## config.mk

```make
export PLATFORM = sky130hd
export DESIGN_NAME = ivp_cmd_unit
export DESIGN_NICKNAME = d
export VERILOG_FILES = /design/src/ivp_pkg.sv /design/src/ivp_cmd_unit.sv
export VERILOG_INCLUDE_DIRS = /design/src /design/src/src
export SDC_FILE = /design/constraint.sdc
export NUM_CORES = 1
export LEC_CHECK = 0
export BUFFER_PORTS_ARGS = -buffer_cell sky130_fd_sc_hd__buf_4
export CAP_MARGIN = 15
export CELL_PAD_IN_SITES_DETAIL_PLACEMENT = 0
export CELL_PAD_IN_SITES_GLOBAL_PLACEMENT = 1
export CORE_MARGIN = 1.5
export CORE_UTILIZATION = 45
export DETAILED_ROUTE_END_ITERATION = 8
export GPL_ROUTABILITY_DRIVEN = 0
export PLACE_DENSITY_LB_ADDON = 0.3
export RECOVER_POWER = 100
export SLEW_MARGIN = 40
export SYNTH_ARGS = -nofsm -noshare
export SYNTH_HDL_FRONTEND = slang
export SYNTH_SLANG_ARGS = --single-unit
```

## constraint.sdc

```tcl
create_clock -name clk_sys -period 2.9 [get_ports clk_sys]
set_input_delay 0.145 -clock clk_sys [delete_from_list [all_inputs] [get_ports clk_sys]]
set_output_delay 0.145 -clock clk_sys [all_outputs]
set_load 0.02 [all_outputs]
```

## src/ivp_map.svh

```systemverilog
// Constants for the vector and position-event command slice.
// Assumes inclusion by the package and the design module only.
`ifndef IVP_MAP_SVH
`define IVP_MAP_SVH
`define IVP_OP_DEF_ENTRY 8'h25
`define IVP_OP_HANDLER_RET 8'h26
`define IVP_OP_EXT_FIRST 8'h40
`define IVP_OP_EXT_LAST 8'h47
`define IVP_OP_POS_EVENT 8'h8a
`define IVP_ST_OK 8'h64
`define IVP_ST_EVENT 8'h80
`define IVP_ST_BAD_CMD 8'h02
`define IVP_EVT_ONCE 8'h00
`define IVP_EVT_ALWAYS 8'h01
`define IVP_NUM_MOTORS 6
`define IVP_NUM_DEFINE_HANDLER_ENTRY 16
`define IVP_RST_ZERO32 32'h0000_0000
`endif

```

## src/ivp_pkg.sv

```systemverilog
// Types shared by the vector and position-event command slice.
// Assumes the constants header is available on the include path.
`include "ivp_map.svh"
package ivp_pkg;
  // One binary command as the frame decoder hands it over.
  typedef struct packed {
    logic [7:0] opcode;
    logic [7:0] ctype;
    logic [7:0] bank;
    logic [31:0] value;
  } ivp_cmd_t;
  // One reply frame body handed to the frame encoder.
  typedef struct packed {
    logic [7:0] status;
    logic [7:0] opcode;
    logic [31:0] value;
  } ivp_reply_t;
  // Program context saved at interrupt entry.
  typedef struct packed {
    logic [31:0] accu;
    logic [31:0] xreg;
    logic [7:0] flags;
    logic [15:0] pc;
  } ivp_ctx_t;
  // Interpreter state.
  typedef enum logic [2:0] {
    IVP_RUN = 3'b001,
    IVP_IN_HANDLER = 3'b010,
    IVP_HOLD = 3'b100
  } ivp_state_t;
endpackage

```

## src/ivp_cmd_unit.sv

```systemverilog
// Command interpreter slice: handler vectors, handler return, extension opcodes, position-reached events.
// Assumes a frame decoder delivering one command per strobe and a frame encoder taking replies.
// How it works
// - Opcode 37 stores value as type's vector.
// - Redefining a vector overwrites the old address.
// - Opcode 38 restores saved context, resumes program.
// - Direct vector/return answers status 100.
// - Opcodes 64..71 reply 100, user value.
// - Opcode 138 replies now, notifies later.
// - Value field is motor selection bit mask.
// - Type 0 arms only the next absolute move.
// - Type 1 arms every following absolute move.
// - Notification: status 128, opcode 138, mask.
`timescale 1ns/1ps
`include "ivp_map.svh"
module ivp_cmd_unit
  import ivp_pkg::*;
(
  input wire logic clk_sys,
  input wire logic reset_n,
  input wire logic cmd_valid,
  input wire ivp_cmd_t cmd,
  input wire logic cmd_direct,
  input wire logic [31:0] ext_value,
  input wire logic [`IVP_NUM_MOTORS-1:0] move_abs_start,
  input wire logic [`IVP_NUM_MOTORS-1:0] target_reached,
  input wire logic irq_take,
  input wire logic [3:0] irq_num,
  input wire ivp_ctx_t live_ctx,
  output logic reply_valid,
  output ivp_reply_t reply,
  output logic ctx_load,
  output ivp_ctx_t ctx_out,
  output logic [15:0] jump_pc,
  output logic in_handler,
  output logic ext_strobe
);
  localparam int NV = `IVP_NUM_DEFINE_HANDLER_ENTRY;
  localparam int NM = `IVP_NUM_MOTORS;

  // Vector table and saved context.
  logic [15:0] define_handler_entry_q [NV];
  logic [15:0] define_handler_entry_d [NV];
  ivp_ctx_t saved_q, saved_d;
  ivp_state_t state_q, state_d;
  logic ctx_load_q, ctx_load_d;
  ivp_ctx_t ctx_out_q, ctx_out_d;
  logic [15:0] jump_q, jump_d;
  logic ext_q, ext_d;

  wire logic is_def = cmd_valid && cmd.opcode == `IVP_OP_DEF_ENTRY;
  wire logic is_ret = cmd_valid && cmd.opcode == `IVP_OP_HANDLER_RET;
  wire logic is_ext = cmd_valid && cmd.opcode >= `IVP_OP_EXT_FIRST && cmd.opcode <= `IVP_OP_EXT_LAST;
  wire logic is_pos = cmd_valid && cmd.opcode == `IVP_OP_POS_EVENT;

  // Vector writes; the bank field is ignored and a later write simply replaces the entry.
  genvar gv;
  generate
    for (gv = 0; gv < NV; gv++) begin : g_define_handler_entry
      always_comb begin
        define_handler_entry_d[gv] = define_handler_entry_q[gv];
        if (is_def && cmd.ctype == 8'(gv)) begin
          define_handler_entry_d[gv] = cmd.value[15:0];
        end
      end
      always_ff @(posedge clk_sys or negedge reset_n) begin
        if (!reset_n) begin
          define_handler_entry_q[gv] <= 16'h0000;
        end else begin
          define_handler_entry_q[gv] <= define_handler_entry_d[gv];
        end
      end
    end
  endgenerate

  // Context save on interrupt entry, restore on handler return.
  // A direct return is answered but restores nothing, nor does one outside a handler, so a stray one cannot corrupt flow.
  always_comb begin
    state_d = state_q;
    saved_d = saved_q;
    ctx_load_d = 1'b0;
    ctx_out_d = ctx_out_q;
    jump_d = jump_q;
    unique case (state_q)
      IVP_RUN: begin
        if (irq_take) begin
          saved_d = live_ctx;
          jump_d = define_handler_entry_q[irq_num];
          state_d = IVP_IN_HANDLER;
        end
      end
      IVP_IN_HANDLER: begin
        if (is_ret && !cmd_direct) begin
          ctx_out_d = saved_q;
          jump_d = saved_q.pc;
          ctx_load_d = 1'b1;
          state_d = IVP_HOLD;
        end
      end
      IVP_HOLD: begin
        state_d = IVP_RUN;
      end
      default: begin
        state_d = IVP_RUN;
      end
    endcase
  end

  always_ff @(posedge clk_sys or negedge reset_n) begin
    if (!reset_n) begin
      state_q <= IVP_RUN;
      saved_q <= '0;
      ctx_load_q <= 1'b0;
      ctx_out_q <= '0;
      jump_q <= 16'h0000;
    end else begin
      state_q <= state_d;
      saved_q <= saved_d;
      ctx_load_q <= ctx_load_d;
      ctx_out_q <= ctx_out_d;
      jump_q <= jump_d;
    end
  end

  // Position-reached arming: one-shot masks are consumed by the next absolute move, persistent ones stay.
  logic [NM-1:0] once_q, once_d, pers_q, pers_d, watch_q, watch_d, hit;
  always_comb begin
    once_d = once_q;
    pers_d = pers_q;
    watch_d = watch_q;
    if (|move_abs_start) begin
      watch_d = watch_q | (move_abs_start & (once_q | pers_q));
      once_d = once_q & ~move_abs_start;
    end
    hit = watch_q & target_reached;
    watch_d = watch_d & ~hit;
    if (is_pos && cmd_direct) begin
      if (cmd.ctype == `IVP_EVT_ONCE) begin
        once_d = cmd.value[NM-1:0];
      end else if (cmd.ctype == `IVP_EVT_ALWAYS) begin
        pers_d = cmd.value[NM-1:0];
      end
    end
  end

  always_ff @(posedge clk_sys or negedge reset_n) begin
    if (!reset_n) begin
      once_q <= '0;
      pers_q <= '0;
      watch_q <= '0;
    end else begin
      once_q <= once_d;
      pers_q <= pers_d;
      watch_q <= watch_d;
    end
  end

  // Reply path; an immediate command reply takes priority and a pending event waits one frame.
  logic [NM-1:0] pend_q, pend_d;
  logic rv_q, rv_d;
  ivp_reply_t rep_q, rep_d;
  always_comb begin
    pend_d = pend_q | hit;
    rv_d = 1'b0;
    rep_d = rep_q;
    ext_d = 1'b0;
    if (cmd_valid && cmd_direct) begin
      rv_d = 1'b1;
      rep_d.opcode = cmd.opcode;
      rep_d.status = `IVP_ST_OK;
      rep_d.value = `IVP_RST_ZERO32;
      if (is_ext) begin
        rep_d.value = ext_value;
        ext_d = 1'b1;
      end else if (is_pos) begin
        rep_d.value = {24'h000000, 8'(cmd.value[NM-1:0])};
      end else if (!is_def && !is_ret) begin
        rep_d.status = `IVP_ST_BAD_CMD;
      end
    end else if (|pend_q) begin
      rv_d = 1'b1;
      rep_d.status = `IVP_ST_EVENT;
      rep_d.opcode = `IVP_OP_POS_EVENT;
      rep_d.value = {24'h000000, 8'(pend_q)};
      pend_d = hit;
    end else if (cmd_valid && is_ext) begin
      ext_d = 1'b1;
    end
  end

  always_ff @(posedge clk_sys or negedge reset_n) begin
    if (!reset_n) begin
      pend_q <= '0;
      rv_q <= 1'b0;
      rep_q <= '0;
      ext_q <= 1'b0;
    end else begin
      pend_q <= pend_d;
      rv_q <= rv_d;
      rep_q <= rep_d;
      ext_q <= ext_d;
    end
  end

  assign reply_valid = rv_q;
  assign reply = rep_q;
  assign ctx_load = ctx_load_q;
  assign ctx_out = ctx_out_q;
  assign jump_pc = jump_q;
  // One-hot state, so the handler bit is itself a flop and the output needs no decode.
  assign in_handler = state_q[1];
  assign ext_strobe = ext_q;

  // Checks next to the logic.
  property p_def_store;
    @(posedge clk_sys) disable iff (!reset_n)
      is_def && cmd.ctype < 8'(NV) |=> define_handler_entry_q[$past(cmd.ctype[3:0])] == $past(cmd.value[15:0]);
  endproperty
  a_def_store: assert property (p_def_store) else $error("Vector not stored.");

  property p_direct_ok;
    @(posedge clk_sys) disable iff (!reset_n)
      cmd_valid && cmd_direct && (is_def || is_ret) |=> reply_valid && reply.status == `IVP_ST_OK;
  endproperty
  a_direct_ok: assert property (p_direct_ok) else $error("Direct vector or return not answered OK.");

  property p_ext_reply;
    @(posedge clk_sys) disable iff (!reset_n)
      is_ext && cmd_direct |=> reply.status == `IVP_ST_OK && reply.value == $past(ext_value);
  endproperty
  a_ext_reply: assert property (p_ext_reply) else $error("Extension reply wrong.");

  property p_pos_now;
    @(posedge clk_sys) disable iff (!reset_n)
      is_pos && cmd_direct |=> reply_valid && reply.opcode == `IVP_OP_POS_EVENT && reply.status == `IVP_ST_OK;
  endproperty
  a_pos_now: assert property (p_pos_now) else $error("Position request not answered at once.");

  property p_event_fmt;
    @(posedge clk_sys) disable iff (!reset_n)
      reply_valid && reply.status == `IVP_ST_EVENT |-> reply.opcode == `IVP_OP_POS_EVENT && reply.value[31:8] == 24'h0;
  endproperty
  a_event_fmt: assert property (p_event_fmt) else $error("Notification format wrong.");

  property p_hit_reported;
    @(posedge clk_sys) disable iff (!reset_n)
      |hit |-> ##[1:3] (reply_valid && reply.status == `IVP_ST_EVENT);
  endproperty
  a_hit_reported: assert property (p_hit_reported) else $error("Reached motor not reported.");

  property p_once_clears;
    @(posedge clk_sys) disable iff (!reset_n)
      (|(move_abs_start & once_q)) && !(is_pos && cmd_direct) |=> (once_q & $past(move_abs_start)) == '0;
  endproperty
  a_once_clears: assert property (p_once_clears) else $error("One-shot arming not consumed.");

  property p_pers_keeps;
    @(posedge clk_sys) disable iff (!reset_n)
      |move_abs_start && !(is_pos && cmd_direct) |=> pers_q == $past(pers_q);
  endproperty
  a_pers_keeps: assert property (p_pers_keeps) else $error("Persistent arming lost.");

  property p_irq_entry;
    @(posedge clk_sys) disable iff (!reset_n)
      state_q == IVP_RUN && irq_take |=> in_handler && saved_q == $past(live_ctx) && jump_pc == $past(define_handler_entry_q[irq_num]);
  endproperty
  a_irq_entry: assert property (p_irq_entry) else $error("Interrupt entry wrong.");

  property p_ret_restore;
    @(posedge clk_sys) disable iff (!reset_n)
      in_handler && is_ret && !cmd_direct |=> ctx_load && ctx_out == $past(saved_q) ##1 !ctx_load;
  endproperty
  a_ret_restore: assert property (p_ret_restore) else $error("Context not restored.");
endmodule

```

==> flow_summary_export.csv <==
group,metric,value,unit
clocking,worstSkewPairLatency,0.60,ns
clocking,clk_pin_slew,0.06,ns
floorplan,placeableCoreArea,47750,um^2
run,drv_cap,1,
sta,rsz0062_at_grt,"no",
cells_and_area,stdcell_count,2892,
outcome,outcome,"complete, but fails checks",
clocking,cts_made_buffers,54,
clocking,hold_buffers,171,
cells_and_area,drive_gt1_frac,0.2705,
clocking,clock_path_buffers,3,
clocking,clock_sinks,521,
synth,yosysSeqAreaShare,0.5987,
route,avgViaCountPerCell,5.278,
floorplan,start_util,0.4562,
placed_design,port_buffers,325,
synth,synth_area,21780,um^2
cells_and_area,syn_to_final_growth,27.01,%
placed_design,dp.cells,2628,
outcome,violations,"capacitance limit, slew limit",
setup_path,cp_slowest_stage_delay,0.56,ns
sta,worst_slew_pin_slew,2.267,ns
clocking,cts_resized,0,
route,wirelength,57.37,mm
route,drcViolationCount,0,
synth,synth_cells,1763,
sta,setup_violations,0,
synth,avgSynthCellArea,12.35,um^2
synth,yosysWarnings,0,
setup_path,worstPathCellList,"dlygate4sd3_1, clkbuf_1, nand4bb_1, nor4_1, buf_4, nand3_1, nor2_1, mux2_2, dlygate4sd3_1",
cells_and_area,antenna_cells,0,
setup_path,critPathRequiredTime,3.37,ns
cells_and_area,nNetsFinal,2437,
clocking,cts_setup_buffers,0,
placed_design,dpl.hpwl,36.07,mm
power_and_ir_drop,leakagePower,13.84,nW
global_routing,grt_max_degree,90,
floorplan,fp.dieW,223,um
global_routing,grt-ovfl-total,0,
floorplan,die_area,49730,um^2
sta,finalSetupTns,0,ns
sta,min_period_over_period,0.8889,
sta,slew_viol_final,76,
setup_path,worst_path_most_repeated_cell,"dlygate4sd3_1",
power_and_ir_drop,powerDensity,641.6,nW/um^2
global_routing,grt_first_pass_wirelength,90.54,mm
synth,synth_edf_count,0,
hold_path,hold_path_class,"input port to flip-flop",
setup_path,crit_path_top_delay_cell,"dlygate4sd3_1",
setup_path,path_max_fanout,7,
setup_path,crit_path_start_kind,"input port",
power_and_ir_drop,peakVddDrop,0.3974,mV
route,vias,15270,
synth,synthFlopType,"dfrtp_1",
sta,slew_headroom,-0.5115,
sta,period_needed,2.578,ns
setup_path,arrival,3.05,ns
clocking,cts_tree,"yes",
synth,synthArstFlopShare,1.000,
global_routing,grt_usage,0.2318,
setup_path,criticalPathCategory,"input port to flip-flop",
synth,synth_cell_types,45,
synth,synth_seq_cells,521,
floorplan,ios,353,
sta,whs,0.1255,ns
setup_path,cp-end-kind,"flip-flop",
sta,hold_violations,0,
route,drt-pass1-iter-count,4,
sta,finClkSkew,0.02131,ns
floorplan,die_height,223,um
route,wl_per_cell,19.84,um
route,drtAntennaViolNets,0,
global_routing,first_global_vias,15850,
route,first_iter_violations,999,
global_routing,antenna_found_initial,0,
sta,clock.fmax,387.9,MHz
floorplan,rows,80,
clocking,root_buffer,"clkbuf_16",
clocking,h-tree-depth,2,
==> path summary, 6_finish.rpt <==
check                             from                         end  slack (ns)  depth (start not counted)
max                            cmd[54]                   once_q[5]        0.32                          9
min                          cmd_valid                  state_q[1]        0.13                          5
max reg2reg                 state_q[0]                 ctx_out[31]        0.36                          6
min reg2reg                saved_q[56]                 ctx_out[56]        0.46                          2
max in group asynchronous      reset_n  define_handler_entry_q[82]        0.58                          3
min in group asynchronous      reset_n                 ctx_out[29]        0.76                          2
==> Yosys cell counts (2+ instances only) <==
cell | n | area, um^2
nand4bb_1 | 2 | 22.52
nor2_1 | 34 | 127.6
o22a_1 | 3 | 26.28
inv_1 | 2 | 7.510
nor3b_1 | 2 | 15.01
a21oi_1 | 50 | 250.2
nor4bb_1 | 2 | 20.02
and2_1 | 4 | 25.02
buf_6 | 3 | 33.78
dfrtp_1 | 520 | 13010
mux2i_1 | 6 | 60.06
nor4_1 | 3 | 18.77
clkbuf_1 | 85 | 319.1
a22oi_1 | 42 | 315.3
nand2_1 | 538 | 2019
or3_1 | 3 | 18.77
nand4_1 | 2 | 12.51
mux2_4 | 20 | 300.3
buf_4 | 5 | 37.54
nand3b_1 | 2 | 15.01
mux4_2 | 64 | 1441
nor4_4 | 3 | 63.81
nand2b_1 | 2 | 12.51
nor2b_1 | 9 | 56.30
nand3_1 | 5 | 25.02
buf_1 | 14 | 52.55
or2_2 | 4 | 25.02
nor2_2 | 3 | 18.77
o21ai_0 | 13 | 65.06
mux2_2 | 248 | 2793
buf_2 | 19 | 95.09
a22o_1 | 38 | 332.8
==> sequential cells by signal, summed over array words and instances (netlist names) <==
register / count
ctx_load: 1
ctx_out: 88
define_handler_entry_q: 256
ext_strobe: 1
jump_pc: 16
once_q: 6
pend_q: 6
pers_q: 6
reply: 43
reply_valid: 1
saved_q: 88
state_q: 3
watch_q: 6
==> layout by cell type (no fill, tap or decap), types with 4 or more instances in the layout <==
cell type	instances
and2_1	4
nor2_1	34
clkbuf_8	12
nand2_1	538
clkinv_2	8
a22oi_1	42
nand3_1	5
clkbuf_16	57
nor4_1	7
clkbuf_1	176
or2_2	4
buf_4	179
mux2_1	17
a22o_1	38
mux2i_1	6
clkbuf_2	17
nor2b_1	9
dlygate4sd3_1	171
mux4_2	64
o21ai_0	13
buf_12	12
dfrtp_1	520
a21oi_1	50
mux2_2	248
==> area by class of cell <==
cell class | instances | area (um^2)
clock buffers | 84 | 1648
repair buffers | 545 | 4035
fillers | 4046 | 20080
inverters | 3 | 11.26
flip-flops and latches | 521 | 13040
multi-input cells | 1115 | 8089
clock inverters | 9 | 70.07
well taps | 615 | 769.5
==> through the flow <==
| step | utilization | power, mW | setup slack, ns | area, um^2 |
|---|---|---|---|---|
| detailed placement | 0.5257 | 11.16 | 0.4873 | 25100 |
| floorplan | - | 9.917 | 0.6487 | 21790 |
| CTS | 0.5976 | 18.12 | 0.4021 | 28530 |
| global route | 0.5794 | 18.57 | 0.1712 | 27660 |
| global placement | 0.5257 | 11.07 | 0.4855 | 25100 |
| finish | 0.5794 | 17.75 | 0.3222 | 27660 |
==> power breakdown <==
group / switching (mW) / internal, mW / leakage, nW
Clock: 2.80 / 3.95 / 0.852
Sequential: 0.450 / 8.04 / 7.08
Combinational: 1.62 / 0.894 / 5.91
==> worst max-delay path, delay by kind of cell <==
family	cells	cell delay (ns)
mux	1	0.40
buf+inv	4	1.45
simple gates	4	1.05
==> kinds of logic after synthesis <==
group | share of synthesized area
and+or+nand+nor | 0.1185
DFF | 0.5987
muxes | 0.2109
AOI/OAI and AO/OA | 0.04653
buffers and inverters | 0.02522
other | 0.0001722
==> routing by layer <==
| layer | global-route usage | vias up | share of wire |
|---|---|---|---|
| li1 | - | 6982 | - |
| met1 | 0.3219 | 7828 | 0.45 |
| met2 | 0.3725 | 368 | 0.47 |
| met3 | 0.03846 | 87 | 0.048 |
| met4 | 0.07746 | 0 | 0.027 |
| met5 | 0 | - | 0 |
(Power assumes the default switching activity.)
